$ cat src/tx_link_consts.vh
// Constants for the transmit link-layer control block: register indices,
// field positions, codes, link characters and sequence lengths.
// Assumes inclusion by bare name from each design file that needs them.
`ifndef TX_LINK_CONSTS_VH
`define TX_LINK_CONSTS_VH

// ----------------------------------------------------------------------
// Register indices (byte address is four times the index)
// ----------------------------------------------------------------------
`define IDX_LINK_TEST      10'h04a
`define IDX_LANE_PACK      10'h04b
`define IDX_LINK_STATUS    10'h060
`define REG_RESET          16'h0000

// ----------------------------------------------------------------------
// Field positions
// ----------------------------------------------------------------------
`define TM_MSB             15
`define TM_LSB             13
`define SYNCREQ_BIT        12
`define ILAE_MSB           11
`define ILAE_LSB           10
`define POLA_BIT           8
`define POLB_BIT           7
`define PACK2_BIT          8
`define CPL_MSB            7
`define CPL_LSB            5

// ----------------------------------------------------------------------
// Field codes
// ----------------------------------------------------------------------
`define TM_NORMAL          3'h0
`define TM_D215            3'h1
`define TM_K285            3'h2
`define TM_ILA             3'h3
`define TM_PRBS            3'h4
`define CPL_FOUR           3'h0
`define CPL_EIGHT          3'h1
`define CPL_TWO            3'h4

// ----------------------------------------------------------------------
// Link characters and sequence lengths
// ----------------------------------------------------------------------
`define CH_D215            8'hb5
`define CH_K285            8'hbc
`define CH_ILA_START       8'h1c
`define CH_ILA_END         8'h7c
`define CH_ILA_CFG         8'h9c
`define ILA_LAST_MF        2'h3
`define SYNCREQ_LAST       4'h7
`define PRBS_LEN           7'h78
`define PRBS_STEP          7'h08
`define PRBS_PATTERN       120'h81c2_3a1f_6d90_4be5_c7a8_36f1_29d4

`endif

$ cat src/lane_packer.v
// Packs converter samples into lane words and reports the active lanes.
// Assumes one sample per converter is valid each cycle on its input.
`timescale 1ns/1ps

module lane_packer #(
	parameter SW    = 14,
	parameter NCONV = 16,
	parameter NLANE = 8,
	parameter LW    = 128
) (
	input  wire [NCONV*SW-1:0]  samples,
	input  wire [2:0]           convSel,
	input  wire                 twoOctet,
	output reg  [NLANE*LW-1:0]  laneWord,
	output reg  [NLANE-1:0]     laneMask
);
	`include "tx_link_consts.vh"

	// ------------------------------------------------------------------
	// Converters per lane
	// ------------------------------------------------------------------
	// Codes outside the three legal ones fall back to four per lane.
	function integer convPerLane;
		input [2:0] code;
		begin
			case (code)
				`CPL_EIGHT: convPerLane = 8;
				`CPL_TWO:   convPerLane = 2;
				default:    convPerLane = 4;
			endcase
		end
	endfunction

	// ------------------------------------------------------------------
	// Packing
	// ------------------------------------------------------------------
	integer l;
	integer s;
	integer k;
	integer c;
	reg [SW-1:0] smp;
	reg [15:0]   pad;

	always @* begin
		laneWord = {NLANE*LW{1'b0}};
		laneMask = {NLANE{1'b0}};
		smp = {SW{1'b0}};
		pad = 16'h0000;
		k = convPerLane(convSel);
		for (l = 0; l < NLANE; l = l + 1) begin
			laneMask[l] = (l * k < NCONV);
			for (s = 0; s < 8; s = s + 1) begin
				c = l * k + s;
				if (s < k && c < NCONV) begin
					smp = samples[c*SW +: SW];
					pad = 16'h0000;
					pad[15 -: SW] = smp;
					if (twoOctet) begin
						laneWord[l*LW + LW - 16*(s+1) +: 16] = pad;
					end else begin
						laneWord[l*LW + LW - SW*(s+1) +: SW] = smp;
					end
				end
			end
		end
	end
endmodule // lane_packer

$ cat src/lane_pattern_gen.v
// Alignment sequence and pseudo-random word source, cut from a 120-bit pattern, for all lanes.
// Assumes the caller holds restart high while the sequence must stay at
// its first multiframe.
`timescale 1ns/1ps

module lane_pattern_gen #(
	parameter LW = 128
) (
	input  wire              clk_sys,
	input  wire              rst,
	input  wire              restart,
	input  wire [15:0]       cfgInfo,
	output reg  [LW-1:0]     ilaWord,
	output reg  [LW/8-1:0]   ilaK,
	output wire [1:0]        ilaMf,
	output wire [LW-1:0]     prbsWord
);
	`include "tx_link_consts.vh"

	// ------------------------------------------------------------------
	// Alignment sequence
	// ------------------------------------------------------------------
	reg [1:0] mf_ff;
	reg [6:0] ptr_ff;
	integer   i;

	assign ilaMf = mf_ff;

	always @(posedge clk_sys) begin
		if (rst || restart) begin
			mf_ff <= 2'h0;
		end else begin
			mf_ff <= mf_ff + 2'h1;
		end
	end

	// Each cycle carries one multiframe; the second carries configuration.
	always @* begin
		ilaWord = {LW{1'b0}};
		ilaK = {LW/8{1'b0}};
		for (i = 0; i < LW/8; i = i + 1) begin
			ilaWord[LW-8*(i+1) +: 8] = i[7:0];
		end
		ilaWord[LW-8 +: 8] = `CH_ILA_START;
		ilaK[LW/8-1] = 1'b1;
		ilaWord[7:0] = `CH_ILA_END;
		ilaK[0] = 1'b1;
		if (mf_ff == 2'h1) begin
			ilaWord[LW-16 +: 8] = `CH_ILA_CFG;
			ilaK[LW/8-2] = 1'b1;
			ilaWord[LW-32 +: 16] = cfgInfo;
		end
	end

	// ------------------------------------------------------------------
	// Pseudo-random words
	// ------------------------------------------------------------------
	// The pattern repeats every 120 bits, so each word starts 8 bits on.
	wire [239:0] patTwice = {`PRBS_PATTERN, `PRBS_PATTERN};

	assign prbsWord = patTwice[ptr_ff +: LW];

	always @(posedge clk_sys) begin
		if (rst) begin
			ptr_ff <= 7'h00;
		end else if (ptr_ff + `PRBS_STEP >= `PRBS_LEN) begin
			ptr_ff <= ptr_ff + `PRBS_STEP - `PRBS_LEN;
		end else begin
			ptr_ff <= ptr_ff + `PRBS_STEP;
		end
	end
endmodule // lane_pattern_gen

$ cat src/jesd_tx_link_layer_control.v
// Transmit link-layer control: APB registers, link state sequence, lane
// pattern selection and phase-reset policy for SYNC~ and SYSREF events.
// Assumes syncN, sysref and lmfcEdge are synchronous to clk_sys.
//
// Implementation choice: the APB register port.
`timescale 1ns/1ps

// Overview of operation
// - Pattern code 001 sends D21.5 continuously on all active lanes.
// - Pattern code 010 sends K28.5 comma continuously on all active lanes.
// - Pattern code 011 repeats the alignment sequence endlessly on all active lanes.
// - Pattern code 100 sends a repeating 120-bit pseudo-random pattern.
// - Pattern code 000 is normal data; codes above 100 are invalid.
// - Sync request sends K28.5 stream, then link enters initialization.
// - Two-bit field picks the LMFC edge that starts alignment; default zero.
// - Both policy bits clear: events reset JESD and non-JESD phases.
// - Policy A set: events reset only demodulator and pattern generator.
// - After policy B written one, first event resets all phases.
// - While policy B stays set, later events reset only demodulator, generator.
// - Samples pack densely, or zero-padded to two octets when bit set.
// - Code 000: four converters per lane, four lanes active.
// - Code 001: eight converters per lane, two lanes active.
// - Code 100: two converters per lane, all eight lanes active.
// - Only codes 000, 001 and 100 are legal for converters per lane.
module jesd_tx_link_layer_control #(
	parameter SW    = 14,
	parameter NCONV = 16,
	parameter NLANE = 8,
	parameter LW    = 128
) (
	input  wire                  clk_sys,
	input  wire                  rst,
	input  wire                  psel,
	input  wire                  penable,
	input  wire                  pwrite,
	input  wire [11:0]           paddr,
	input  wire [31:0]           pwdata,
	output reg  [31:0]           prdata,
	output reg                   pready,
	output reg                   pslverr,
	input  wire                  syncN,
	input  wire                  sysref,
	input  wire                  lmfcEdge,
	input  wire [NCONV*SW-1:0]   adcSamples,
	output reg  [NLANE*LW-1:0]   laneData_ff,
	output reg  [NLANE*LW/8-1:0] laneIsK_ff,
	output reg  [NLANE-1:0]      laneActive_ff,
	output reg  [4:0]            linkState_ff,
	output reg                   jesdPhaseReset_ff,
	output reg                   dividerPhaseReset_ff,
	output reg                   demodTpgPhaseReset_ff
);
	`include "tx_link_consts.vh"

	localparam [4:0] ST_SYNCREQ = 5'h01;
	localparam [4:0] ST_CGS     = 5'h02;
	localparam [4:0] ST_WAITE   = 5'h04;
	localparam [4:0] ST_ILA     = 5'h08;
	localparam [4:0] ST_DATA    = 5'h10;

	// Fields are cut from a named word, since a literal cannot be part-selected.
	localparam [15:0] RST_WORD  = `REG_RESET;

	// ------------------------------------------------------------------
	// Register file
	// ------------------------------------------------------------------
	reg  [2:0] patternSel_ff;
	reg        syncReqBit_ff;
	reg  [1:0] entryEdge_ff;
	reg        policyA_ff;
	reg        policyB_ff;
	reg        twoOctet_ff;
	reg  [2:0] convSel_ff;
	reg        policyArmed_ff;
	reg        syncReqPulse;
	reg        armPulse;

	wire       setup    = psel && !penable;
	wire       wrAccess = psel && penable && pready && pwrite;
	wire [9:0] idx      = paddr[11:2];

	function isMapped;
		input [9:0] a;
		begin
			isMapped = (a == `IDX_LINK_TEST) || (a == `IDX_LANE_PACK)
				|| (a == `IDX_LINK_STATUS);
		end
	endfunction

	wire [15:0] linkTestVal = {patternSel_ff, syncReqBit_ff, entryEdge_ff, 1'b0,
		policyA_ff, policyB_ff, 7'h00};
	wire [15:0] lanePackVal = {7'h00, twoOctet_ff, convSel_ff, 5'h00};
	wire [15:0] statusVal   = {2'h0, policyArmed_ff, linkState_ff, laneActive_ff};

	// Reserved bits are not stored, so they always read back as zero.
	always @(posedge clk_sys) begin
		if (rst) begin
			patternSel_ff <= RST_WORD[`TM_MSB:`TM_LSB];
			syncReqBit_ff <= RST_WORD[`SYNCREQ_BIT];
			entryEdge_ff  <= RST_WORD[`ILAE_MSB:`ILAE_LSB];
			policyA_ff    <= RST_WORD[`POLA_BIT];
			policyB_ff    <= RST_WORD[`POLB_BIT];
			twoOctet_ff   <= RST_WORD[`PACK2_BIT];
			convSel_ff    <= RST_WORD[`CPL_MSB:`CPL_LSB];
			pready        <= 1'b0;
			pslverr       <= 1'b0;
			prdata        <= 32'h0000_0000;
		end else begin
			pready  <= setup;
			pslverr <= setup && (!isMapped(idx) || paddr[1:0] != 2'h0);
			if (setup) begin
				case (idx)
					`IDX_LINK_TEST:   prdata <= {16'h0000, linkTestVal};
					`IDX_LANE_PACK:   prdata <= {16'h0000, lanePackVal};
					`IDX_LINK_STATUS: prdata <= {16'h0000, statusVal};
					default:          prdata <= 32'h0000_0000;
				endcase
			end
			if (wrAccess && paddr[1:0] == 2'h0 && idx == `IDX_LINK_TEST) begin
				patternSel_ff <= pwdata[`TM_MSB:`TM_LSB];
				syncReqBit_ff <= pwdata[`SYNCREQ_BIT];
				entryEdge_ff  <= pwdata[`ILAE_MSB:`ILAE_LSB];
				policyA_ff    <= pwdata[`POLA_BIT];
				policyB_ff    <= pwdata[`POLB_BIT];
			end
			if (wrAccess && paddr[1:0] == 2'h0 && idx == `IDX_LANE_PACK) begin
				twoOctet_ff <= pwdata[`PACK2_BIT];
				convSel_ff  <= pwdata[`CPL_MSB:`CPL_LSB];
			end
		end
	end

	always @* begin
		syncReqPulse = wrAccess && paddr[1:0] == 2'h0 && idx == `IDX_LINK_TEST
			&& pwdata[`SYNCREQ_BIT];
		armPulse = wrAccess && paddr[1:0] == 2'h0 && idx == `IDX_LINK_TEST
			&& pwdata[`POLB_BIT] && !policyB_ff;
	end

	// ------------------------------------------------------------------
	// Phase-reset policy
	// ------------------------------------------------------------------
	reg  syncNPrev_ff;
	reg  sysrefPrev_ff;
	wire phaseEvent = (syncNPrev_ff && !syncN) || (sysref && !sysrefPrev_ff);
	wire fullReset  = (policyB_ff && policyArmed_ff)
		|| (!policyA_ff && !policyB_ff);

	always @(posedge clk_sys) begin
		if (rst) begin
			// A receiver holding sync low at reset release is not a fresh falling edge.
			syncNPrev_ff          <= 1'b0;
			sysrefPrev_ff         <= 1'b0;
			policyArmed_ff        <= 1'b0;
			jesdPhaseReset_ff     <= 1'b0;
			dividerPhaseReset_ff  <= 1'b0;
			demodTpgPhaseReset_ff <= 1'b0;
		end else begin
			syncNPrev_ff  <= syncN;
			sysrefPrev_ff <= sysref;
			// A fresh arming write wins over an event in the same cycle.
			if (armPulse) begin
				policyArmed_ff <= 1'b1;
			end else if (phaseEvent || !policyB_ff) begin
				policyArmed_ff <= 1'b0;
			end
			demodTpgPhaseReset_ff <= phaseEvent;
			jesdPhaseReset_ff     <= phaseEvent && fullReset;
			dividerPhaseReset_ff  <= phaseEvent && fullReset;
		end
	end

	// ------------------------------------------------------------------
	// Link state sequence
	// ------------------------------------------------------------------
	reg  [4:0] nxt_linkState;
	reg  [3:0] reqCnt_ff;
	reg  [1:0] edgeCnt_ff;
	wire [1:0] ilaMf;

	always @* begin
		nxt_linkState = linkState_ff;
		case (linkState_ff)
			ST_SYNCREQ: if (reqCnt_ff == `SYNCREQ_LAST) nxt_linkState = ST_CGS;
			ST_CGS:     if (syncN) nxt_linkState = ST_WAITE;
			ST_WAITE:   if (lmfcEdge && edgeCnt_ff == entryEdge_ff) begin
				nxt_linkState = ST_ILA;
			end
			ST_ILA:     if (ilaMf == `ILA_LAST_MF) nxt_linkState = ST_DATA;
			ST_DATA:    nxt_linkState = ST_DATA;
			default:    nxt_linkState = ST_CGS;
		endcase
		if (!syncN && linkState_ff != ST_SYNCREQ) begin
			nxt_linkState = ST_CGS;
		end
		if (syncReqPulse) begin
			nxt_linkState = ST_SYNCREQ;
		end
	end

	always @(posedge clk_sys) begin
		if (rst) begin
			linkState_ff <= ST_CGS;
			reqCnt_ff    <= 4'h0;
			edgeCnt_ff   <= 2'h0;
		end else begin
			linkState_ff <= nxt_linkState;
			reqCnt_ff    <= (nxt_linkState == ST_SYNCREQ && linkState_ff == ST_SYNCREQ
				&& !syncReqPulse) ? reqCnt_ff + 4'h1 : 4'h0;
			if (linkState_ff != ST_WAITE) begin
				edgeCnt_ff <= 2'h0;
			end else if (lmfcEdge) begin
				edgeCnt_ff <= edgeCnt_ff + 2'h1;
			end
		end
	end

	// ------------------------------------------------------------------
	// Lane sources
	// ------------------------------------------------------------------
	wire [NLANE*LW-1:0] packedWord;
	wire [NLANE-1:0]    packedMask;
	wire [LW-1:0]       ilaWord;
	wire [LW/8-1:0]     ilaK;
	wire [LW-1:0]       prbsWord;
	wire                ilaRestart = (patternSel_ff != `TM_ILA) && (linkState_ff != ST_ILA);

	lane_packer #(
		.SW    (SW),
		.NCONV (NCONV),
		.NLANE (NLANE),
		.LW    (LW)
	) u_packer (
		.samples  (adcSamples),
		.convSel  (convSel_ff),
		.twoOctet (twoOctet_ff),
		.laneWord (packedWord),
		.laneMask (packedMask)
	);

	lane_pattern_gen #(
		.LW (LW)
	) u_patterns (
		.clk_sys  (clk_sys),
		.rst      (rst),
		.restart  (ilaRestart),
		.cfgInfo  (lanePackVal),
		.ilaWord  (ilaWord),
		.ilaK     (ilaK),
		.ilaMf    (ilaMf),
		.prbsWord (prbsWord)
	);

	// ------------------------------------------------------------------
	// Lane output selection
	// ------------------------------------------------------------------
	// The pattern select steers only this mux, useData and ilaRestart, so leaving a test pattern
	// returns to whatever the link sequence is doing, with no new handshake.
	reg [LW-1:0]   selWord;
	reg [LW/8-1:0] selK;

	always @* begin
		selWord = {LW/8{`CH_K285}};
		selK = {LW/8{1'b1}};
		case (patternSel_ff)
			`TM_D215: begin
				selWord = {LW/8{`CH_D215}};
				selK = {LW/8{1'b0}};
			end
			`TM_K285: begin
				selWord = {LW/8{`CH_K285}};
				selK = {LW/8{1'b1}};
			end
			`TM_ILA: begin
				selWord = ilaWord;
				selK = ilaK;
			end
			`TM_PRBS: begin
				selWord = prbsWord;
				selK = {LW/8{1'b0}};
			end
			default: begin
				if (linkState_ff == ST_ILA) begin
					selWord = ilaWord;
					selK = ilaK;
				end else if (linkState_ff == ST_DATA) begin
					selWord = {LW{1'b0}};
					selK = {LW/8{1'b0}};
				end
			end
		endcase
	end

	genvar g;
	generate
		for (g = 0; g < NLANE; g = g + 1) begin : g_lane
			wire useData = (linkState_ff == ST_DATA) && (patternSel_ff == `TM_NORMAL
				|| patternSel_ff > `TM_PRBS);
			always @(posedge clk_sys) begin
				if (rst) begin
					laneData_ff[g*LW +: LW]     <= {LW{1'b0}};
					laneIsK_ff[g*LW/8 +: LW/8]  <= {LW/8{1'b0}};
					laneActive_ff[g]            <= 1'b0;
				end else if (!packedMask[g]) begin
					laneData_ff[g*LW +: LW]     <= {LW{1'b0}};
					laneIsK_ff[g*LW/8 +: LW/8]  <= {LW/8{1'b0}};
					laneActive_ff[g]            <= 1'b0;
				end else begin
					laneData_ff[g*LW +: LW]     <= useData ? packedWord[g*LW +: LW] : selWord;
					laneIsK_ff[g*LW/8 +: LW/8]  <= useData ? {LW/8{1'b0}} : selK;
					laneActive_ff[g]            <= 1'b1;
				end
			end
		end
	endgenerate
endmodule // jesd_tx_link_layer_control

$ cat config.mk
export PLATFORM = sky130hd
export DESIGN_NAME = jesd_tx_link_layer_control
export DESIGN_NICKNAME = d
export VERILOG_FILES = /design/src/lane_packer.v /design/src/lane_pattern_gen.v /design/src/jesd_tx_link_layer_control.v
export VERILOG_INCLUDE_DIRS = /design/src
export SDC_FILE = /design/constraint.sdc
export NUM_CORES = 2
export LEC_CHECK = 0
export BUFFER_PORTS_ARGS = -buffer_cell sky130_fd_sc_hd__buf_4
export CAP_MARGIN = 10
export CORE_AREA = 2 2 575 577
export DETAILED_ROUTE_END_ITERATION = 10
export DIE_AREA = 0 0 577 579
export SLEW_MARGIN = 20
export SYNTH_ARGS = -nofsm -noshare
export SYNTH_HDL_FRONTEND = slang
export SYNTH_SLANG_ARGS = --single-unit
export TNS_END_PERCENT = 20
$ cat constraint.sdc
create_clock -name clk_sys -period 3.1 [get_ports clk_sys]
set_input_delay 0.62 -clock clk_sys [delete_from_list [all_inputs] [get_ports clk_sys]]
set_output_delay 0.62 -clock clk_sys [all_outputs]
set_load 0.01 [all_outputs]
# Word-level counts from Yosys, hierarchy flattened
# Cells that the tools add are included.
[word_totals]
regBits = 1231
input_bits = 276
output_inout_bits = 1202
elab_cells = 680
[classes]
n_addsub = 54
multipliers = 60
order_cmp = 66
n_eq_ne = 23
shifts = 57
mux = 261
bitwise = 8
reduce_logical = 107
[op_table]
columns = ["cell", "count"]
rows = [
  ["indexed part select 224 x 32 -> 14 bit", 56],
  ["less-than comparator 32 x 6 -> 1 bit, second input constant", 53],
  ["multiplier 32 x 4 -> 31 bit, second input constant", 52],
  ["two-way mux 128 bit", 10],
  ["adder 32 x 4 -> 32 bit, second input constant", 16],
  ["case mux 128 bit (4 select lines)", 1],
  ["two-way mux 16 bit", 19],
  ["two-way mux 12 bit", 24],
  ["adder 32 x 3 -> 32 bit, second input constant", 8],
  ["two-way mux 10 bit", 24],
  ["two-way mux 30 bit", 8],
  ["indexed part select 240 x 8 -> 128 bit, first input constant", 1],
  ["two-way mux 14 bit", 16],
  ["two-way mux 28 bit", 8],
  ["two-way mux 24 bit", 9],
  ["two-way mux 26 bit", 8],
  ["two-way mux 8 bit", 24],
  ["two-way mux 22 bit", 8],
  ["two-way mux 20 bit", 8],
  ["two-way mux 18 bit", 8],
  ["two-way mux 6 bit", 24],
  ["adder 32 x 2 -> 32 bit, second input constant", 4],
  ["two-way mux 4 bit", 24],
  ["case mux 16 bit (3 select lines)", 2],
  ["other kinds (56)", 221],
]

# Longest topological paths before layout
[depth]
ltp_word = 21
ltp_mapped = 15
ltp_nobuf = 9

# By module
# Synthesis repeated with hierarchy kept, for this count alone.
[hier_totals]
hier_cells = 6858
hier_area_um2 = 55185.4
[by_module_without_submodules]
columns = ["mod", "n_inst", "cells_per_inst", "area_each_um2", "seq_area_each_um2"]
rows = [
  ["jesd_tx_link_layer_control", 1, 4202, 38443.1, 24143.2],
  ["lane_packer", 1, 2102, 13349.1, 0.0],
  ["lane_pattern_gen", 1, 554, 3393.3, 120.1],
]

# Worst setup path after synthesis
# No wires, ideal clock.
[synth_path]
kind = "register to register"
start = "register convSel_ff[0]"
end = "register laneData_ff[234]"
setup_time_ns = 0.074
t_arrival_ns = 3.198
t_required_ns = 3.026
setup_slack_ns = -0.172
path_stages_with_launch = 14
path_buffers = 7
period_less_slack_ns = 3.272
path_cell_list = "dfxtp_1 buf_2 or3b_1 buf_2 buf_2 clkbuf_1 clkbuf_1 inv_1 ha_1 clkbuf_1 clkbuf_1 a211oi_1 or4b_2 a31oi_1"
[synth_between]
elab_chain_cells = 8
elab_cells_between_ends = 15
classes_between = "add/sub: 1; mul: 1; order compare: 3; eq/ne: 2; shift: 1; mux: 4; bitwise: 1; reduce/logical: 2"
[synth_lines]
columns = ["element", "line", "rtl"]
rows = [
  ["start: declaration", "jesd_tx_link_layer_control.v:73", "reg [2:0] convSel_ff;"],
  ["start signal: assignment", "jesd_tx_link_layer_control.v:104", "convSel_ff <= RST_WORD[`CPL_MSB:`CPL_LSB];"],
  ["start signal: assignment", "jesd_tx_link_layer_control.v:128", "convSel_ff <= pwdata[`CPL_MSB:`CPL_LSB];"],
  ["== test 3 bit or == test 3 x 1 -> 1 bit (tied branches)", "lane_packer.v:26", "case (code)"],
  ["case mux 4 bit (2 select lines) (*)", "lane_packer.v:26", ""],
  ["adder 4 x 1 -> 5 bit", "lane_packer.v:53", "c = l * k + s;"],
  ["multiplier 32 x 4 -> 31 bit", "lane_packer.v:55", "smp = samples[c*SW +: SW];"],
  ["indexed part select 224 x 32 -> 14 bit", "lane_packer.v:55", ""],
  ["two-way mux 12 bit", "lane_packer.v:58", "if (twoOctet) begin"],
  ["two-way mux 18 bit", "lane_packer.v:54", "if (s < k && c < NCONV) begin"],
  ["two-way mux 128 bit", "jesd_tx_link_layer_control.v:309", "laneData_ff[g*LW +: LW] <= useData ? packedWord[g*LW +: LW] : selWord;"],
  ["end signal: indexed assignment", "jesd_tx_link_layer_control.v:301", "laneData_ff[g*LW +: LW] <= {LW{1'b0}};"],
  ["end signal: indexed assignment", "jesd_tx_link_layer_control.v:305", "laneData_ff[g*LW +: LW] <= {LW{1'b0}};"],
  ["end signal: indexed assignment", "jesd_tx_link_layer_control.v:309", ""],
  ["end: declaration", "jesd_tx_link_layer_control.v:45", "output reg [NLANE*LW-1:0] laneData_ff,"],
]
# Mark *: on every way between the ends. The rest lies on a longest branch, timed or not.
# A chain may end at the register's enable or synchronous reset.

# Final worst setup path
[layout_path]
start = "register convSel_ff[2]"
end = "register laneData_ff[238]"
# Same word-level chain as after synthesis.

==> impl_metrics.toml <==
[run_status]
status = "finished with violations"
violations = "setup timing"

[clock_network]
clock-root-buffer = "clkbuf_16"
cts_setup_buffers = 0
cts.clk_slew.worst_paths_ns = 0.06
clock_path_buffers = 4
clock-sinks = 1086
cts_buffers = 143
worstSkewPairLatency_ns = 0.89
h-tree-depth = 4
cts_tree = "done"

[pwr]
seq_power_share_pct = 40.2
internal_power_w = 0.0255
net-switching-power_w = 0.0101
swShare_pct = 28.3
finalPower_w = 0.0356
power_frac_clock_pct = 49.3
p_leak_nw = 29.2
combPwrFrac_pct = 10.5
vdd_drop_max_mv = 0.486
power.density_mw_per_mm2 = 515

[die]
fp-row-count = 211
start_util_pct = 13.2
core_sq_mm = 0.329
dieArea_sq_mm = 0.334
io_pins = 1478
die_h_um = 579
die_w_um = 577

[critical_path]
path_buf_inv = 1
arrival_ns = 3.85
max_stage_delay_ns = 0.57
crit_fanout = 59
path_cells = "buf_4 > or3b_2 > a21oi_1 > o32ai_1 > or3_1 > a221o_1"
cp-end-kind = "register"
crit_required_ns = 3.80
start_kind = "register"
path_delay_family = "compound AO/OA/AOI/OAI gates"
crit_slowest_cell = "buf_4"
critical_path_class = "register to register"

[final_layout]
final_util_pct = 21.0
nets = 6982
n_fill_cell = 36407
syn_to_final_growth_pct = 59.6
final_cells = 11216
drive_above_1_share_pct = 38.1
finish.instance_area_sq_mm = 0.0692

[placement]
place_hpwl_um = 354000
gp_congestion = 1.01
dp_cells = 10894
placed_area_sq_mm = 0.0640
portBuffers = 1439

[logic_synthesis]
yosys_warnings = 0
synth_top_area_cell = "dfxtp_1"
syn_avg_cell_area_sq_um = 8.64
synth-seq-area-share_pct = 50.2
synth_top_cell_area_share_pct = 50.2
synthArstFlopShare_pct = 0
postSynthCellCount = 5020
synth_edf_count = 0
synth_area_leaders = "dfxtp_1, a21oi_1, nor2_1, nand2_1, buf_4"
synth.most_common_cell = "dfxtp_1"
synth_seq_cells = 1086
synthDistinctLibCells = 97
ys_top_cells_by_count = "dfxtp_1, nor2_1, a21oi_1"
ys.flop_type = "dfxtp_1"
syn_area_sq_mm = 0.0434

[sta]
fmaxAchievable_mhz = 317
layout_worst_path_cycle_share_pct = 102
period_minus_slack_ns = 3.15
slew_violations = 0
setup_ws_ns = -0.0519
clock_skew_ns = 0.0723
finalHoldViolCount = 0
worst_pin_slew_ns = 1.18
grt_setup_unrepaired = "false"
setup_violations = 1
relSlewSlack_pct = 20.8

[grt]
grt_pass1_wl_um = 541000
grt_max_degree = 123
grt_pass1_vias = 46413
grt-ovfl-total = 0
grt_use_total_pct = 25.3
antenna_found_initial = 122

[routing]
drc_errors = 0
dr.pass1.iters = 8
post_drt_wl_per_cell_um = 39.5
wirelength_um = 444000
ant_nets = 0
drtIter0Drc = 6777
via_count = 49840
viasPerCell = 4.44

[hold_path]
hp-class = "input port to register"

[job]
drv_cap = 0
-- logic make-up after synthesis --
logic type,after synthesis,share of synthesized area (%)
fa+ha+maj,18,0.520
other cells,1,0.00865
flops,1086,50.2
mux,147,3.75
buf+inv,621,7.07
simple gates,1733,17.3
xor+xnor,15,0.303
compound gates,1399,20.9
-- cell usage in the layout (no fill, tap or decap), drive strengths merged, types with 82 or more instances in the layout --
cell type  instances
nor2             753
o211ai            86
clkbuf           192
nor3              87
nand3             98
buf             2069
nand2            558
dfxtp           1086
mux2              82
a21oi            587
o21ai            187
-- sequential cells by signal, summed over array words and instances (netlist names), 3 cells and up --
register,cells
laneIsK_ff,12
convSel_ff,3
u_patterns.ptr_ff,4
linkState_ff,5
laneActive_ff,6
reqCnt_ff,4
prdata,16
laneData_ff,1016
patternSel_ff,3
-- layer usage --
layer	up-vias	part of all wire [%]	global-route usage, %
met1	24267	36	28.5
met5	-	0.024	0
met2	3913	46	41.3
met4	16	6.4	14.0
li1	20724	-	-
met3	920	11	9.51
-- power groups by stage --
stage | Sequential [W] | Clock [W] | Combinational, W
after floorplan | 0.0147 | 0 | 0.000934
after CTS | 0.0143 | 0.0180 | 0.00364
after detailed placement | 0.0146 | 0 | 0.00361
after global routing | 0.0143 | 0.0184 | 0.00374
final | 0.0143 | 0.0176 | 0.00373
after global placement | 0.0146 | 0 | 0.00364
-- final timing paths --
check / startpoint / slack, ns / to / depth (start not counted)
worst min register to register: prdata[4] / 0.45 / prdata[4] / 2
worst min-delay path: adcSamples[2] / 0.07 / laneData_ff[116] / 3
worst max-delay path: convSel_ff[2] / -0.05 / laneData_ff[238] / 6
worst max register to register: convSel_ff[2] / -0.05 / laneData_ff[238] / 6
-- area by class of cell --
class	count	area, sq um	share of cell area [%]
repair buffers	2084	17600	25.5
clock buffers	192	4120	5.95
multi-input cells	3328	19200	27.7
flip-flops and latches	1086	21800	31.5
diodes	57	143	0.206
clock inverters	58	709	1.03
inverters	45	176	0.255
well taps	4366	5460	7.90
-- worst reg2reg max path, delay by kind of cell, from the launching register on --
family	cells	cell delay, ns
AO/OA/AOI/OAI	3	1.10
buffers and inverters	1	0.57
flip-flops	1	0.41
AND/OR/NAND/NOR	2	0.94
-- metrics by stage --
step	hold WS, ns	setup WS (ns)	TNS [ns]
3_3_place_gp	0.433	-0.0650	-0.326
3_5_place_dp	0.453	-0.0890	-0.524
4_1_cts	0.00115	0.0410	0
2_1_floorplan	0.420	0.0179	0
5_1_grt	0.0317	0.00489	0
6_report	0.0686	-0.0519	-0.0519
-- timing repair --
action                     in CTS  in global routing
hold endpoints to repair       17                  0
setup endpoints to repair      13                  7
gates resized for setup         6                  3
hold buffers                   15                  0
(Power assumes the default switching activity.)
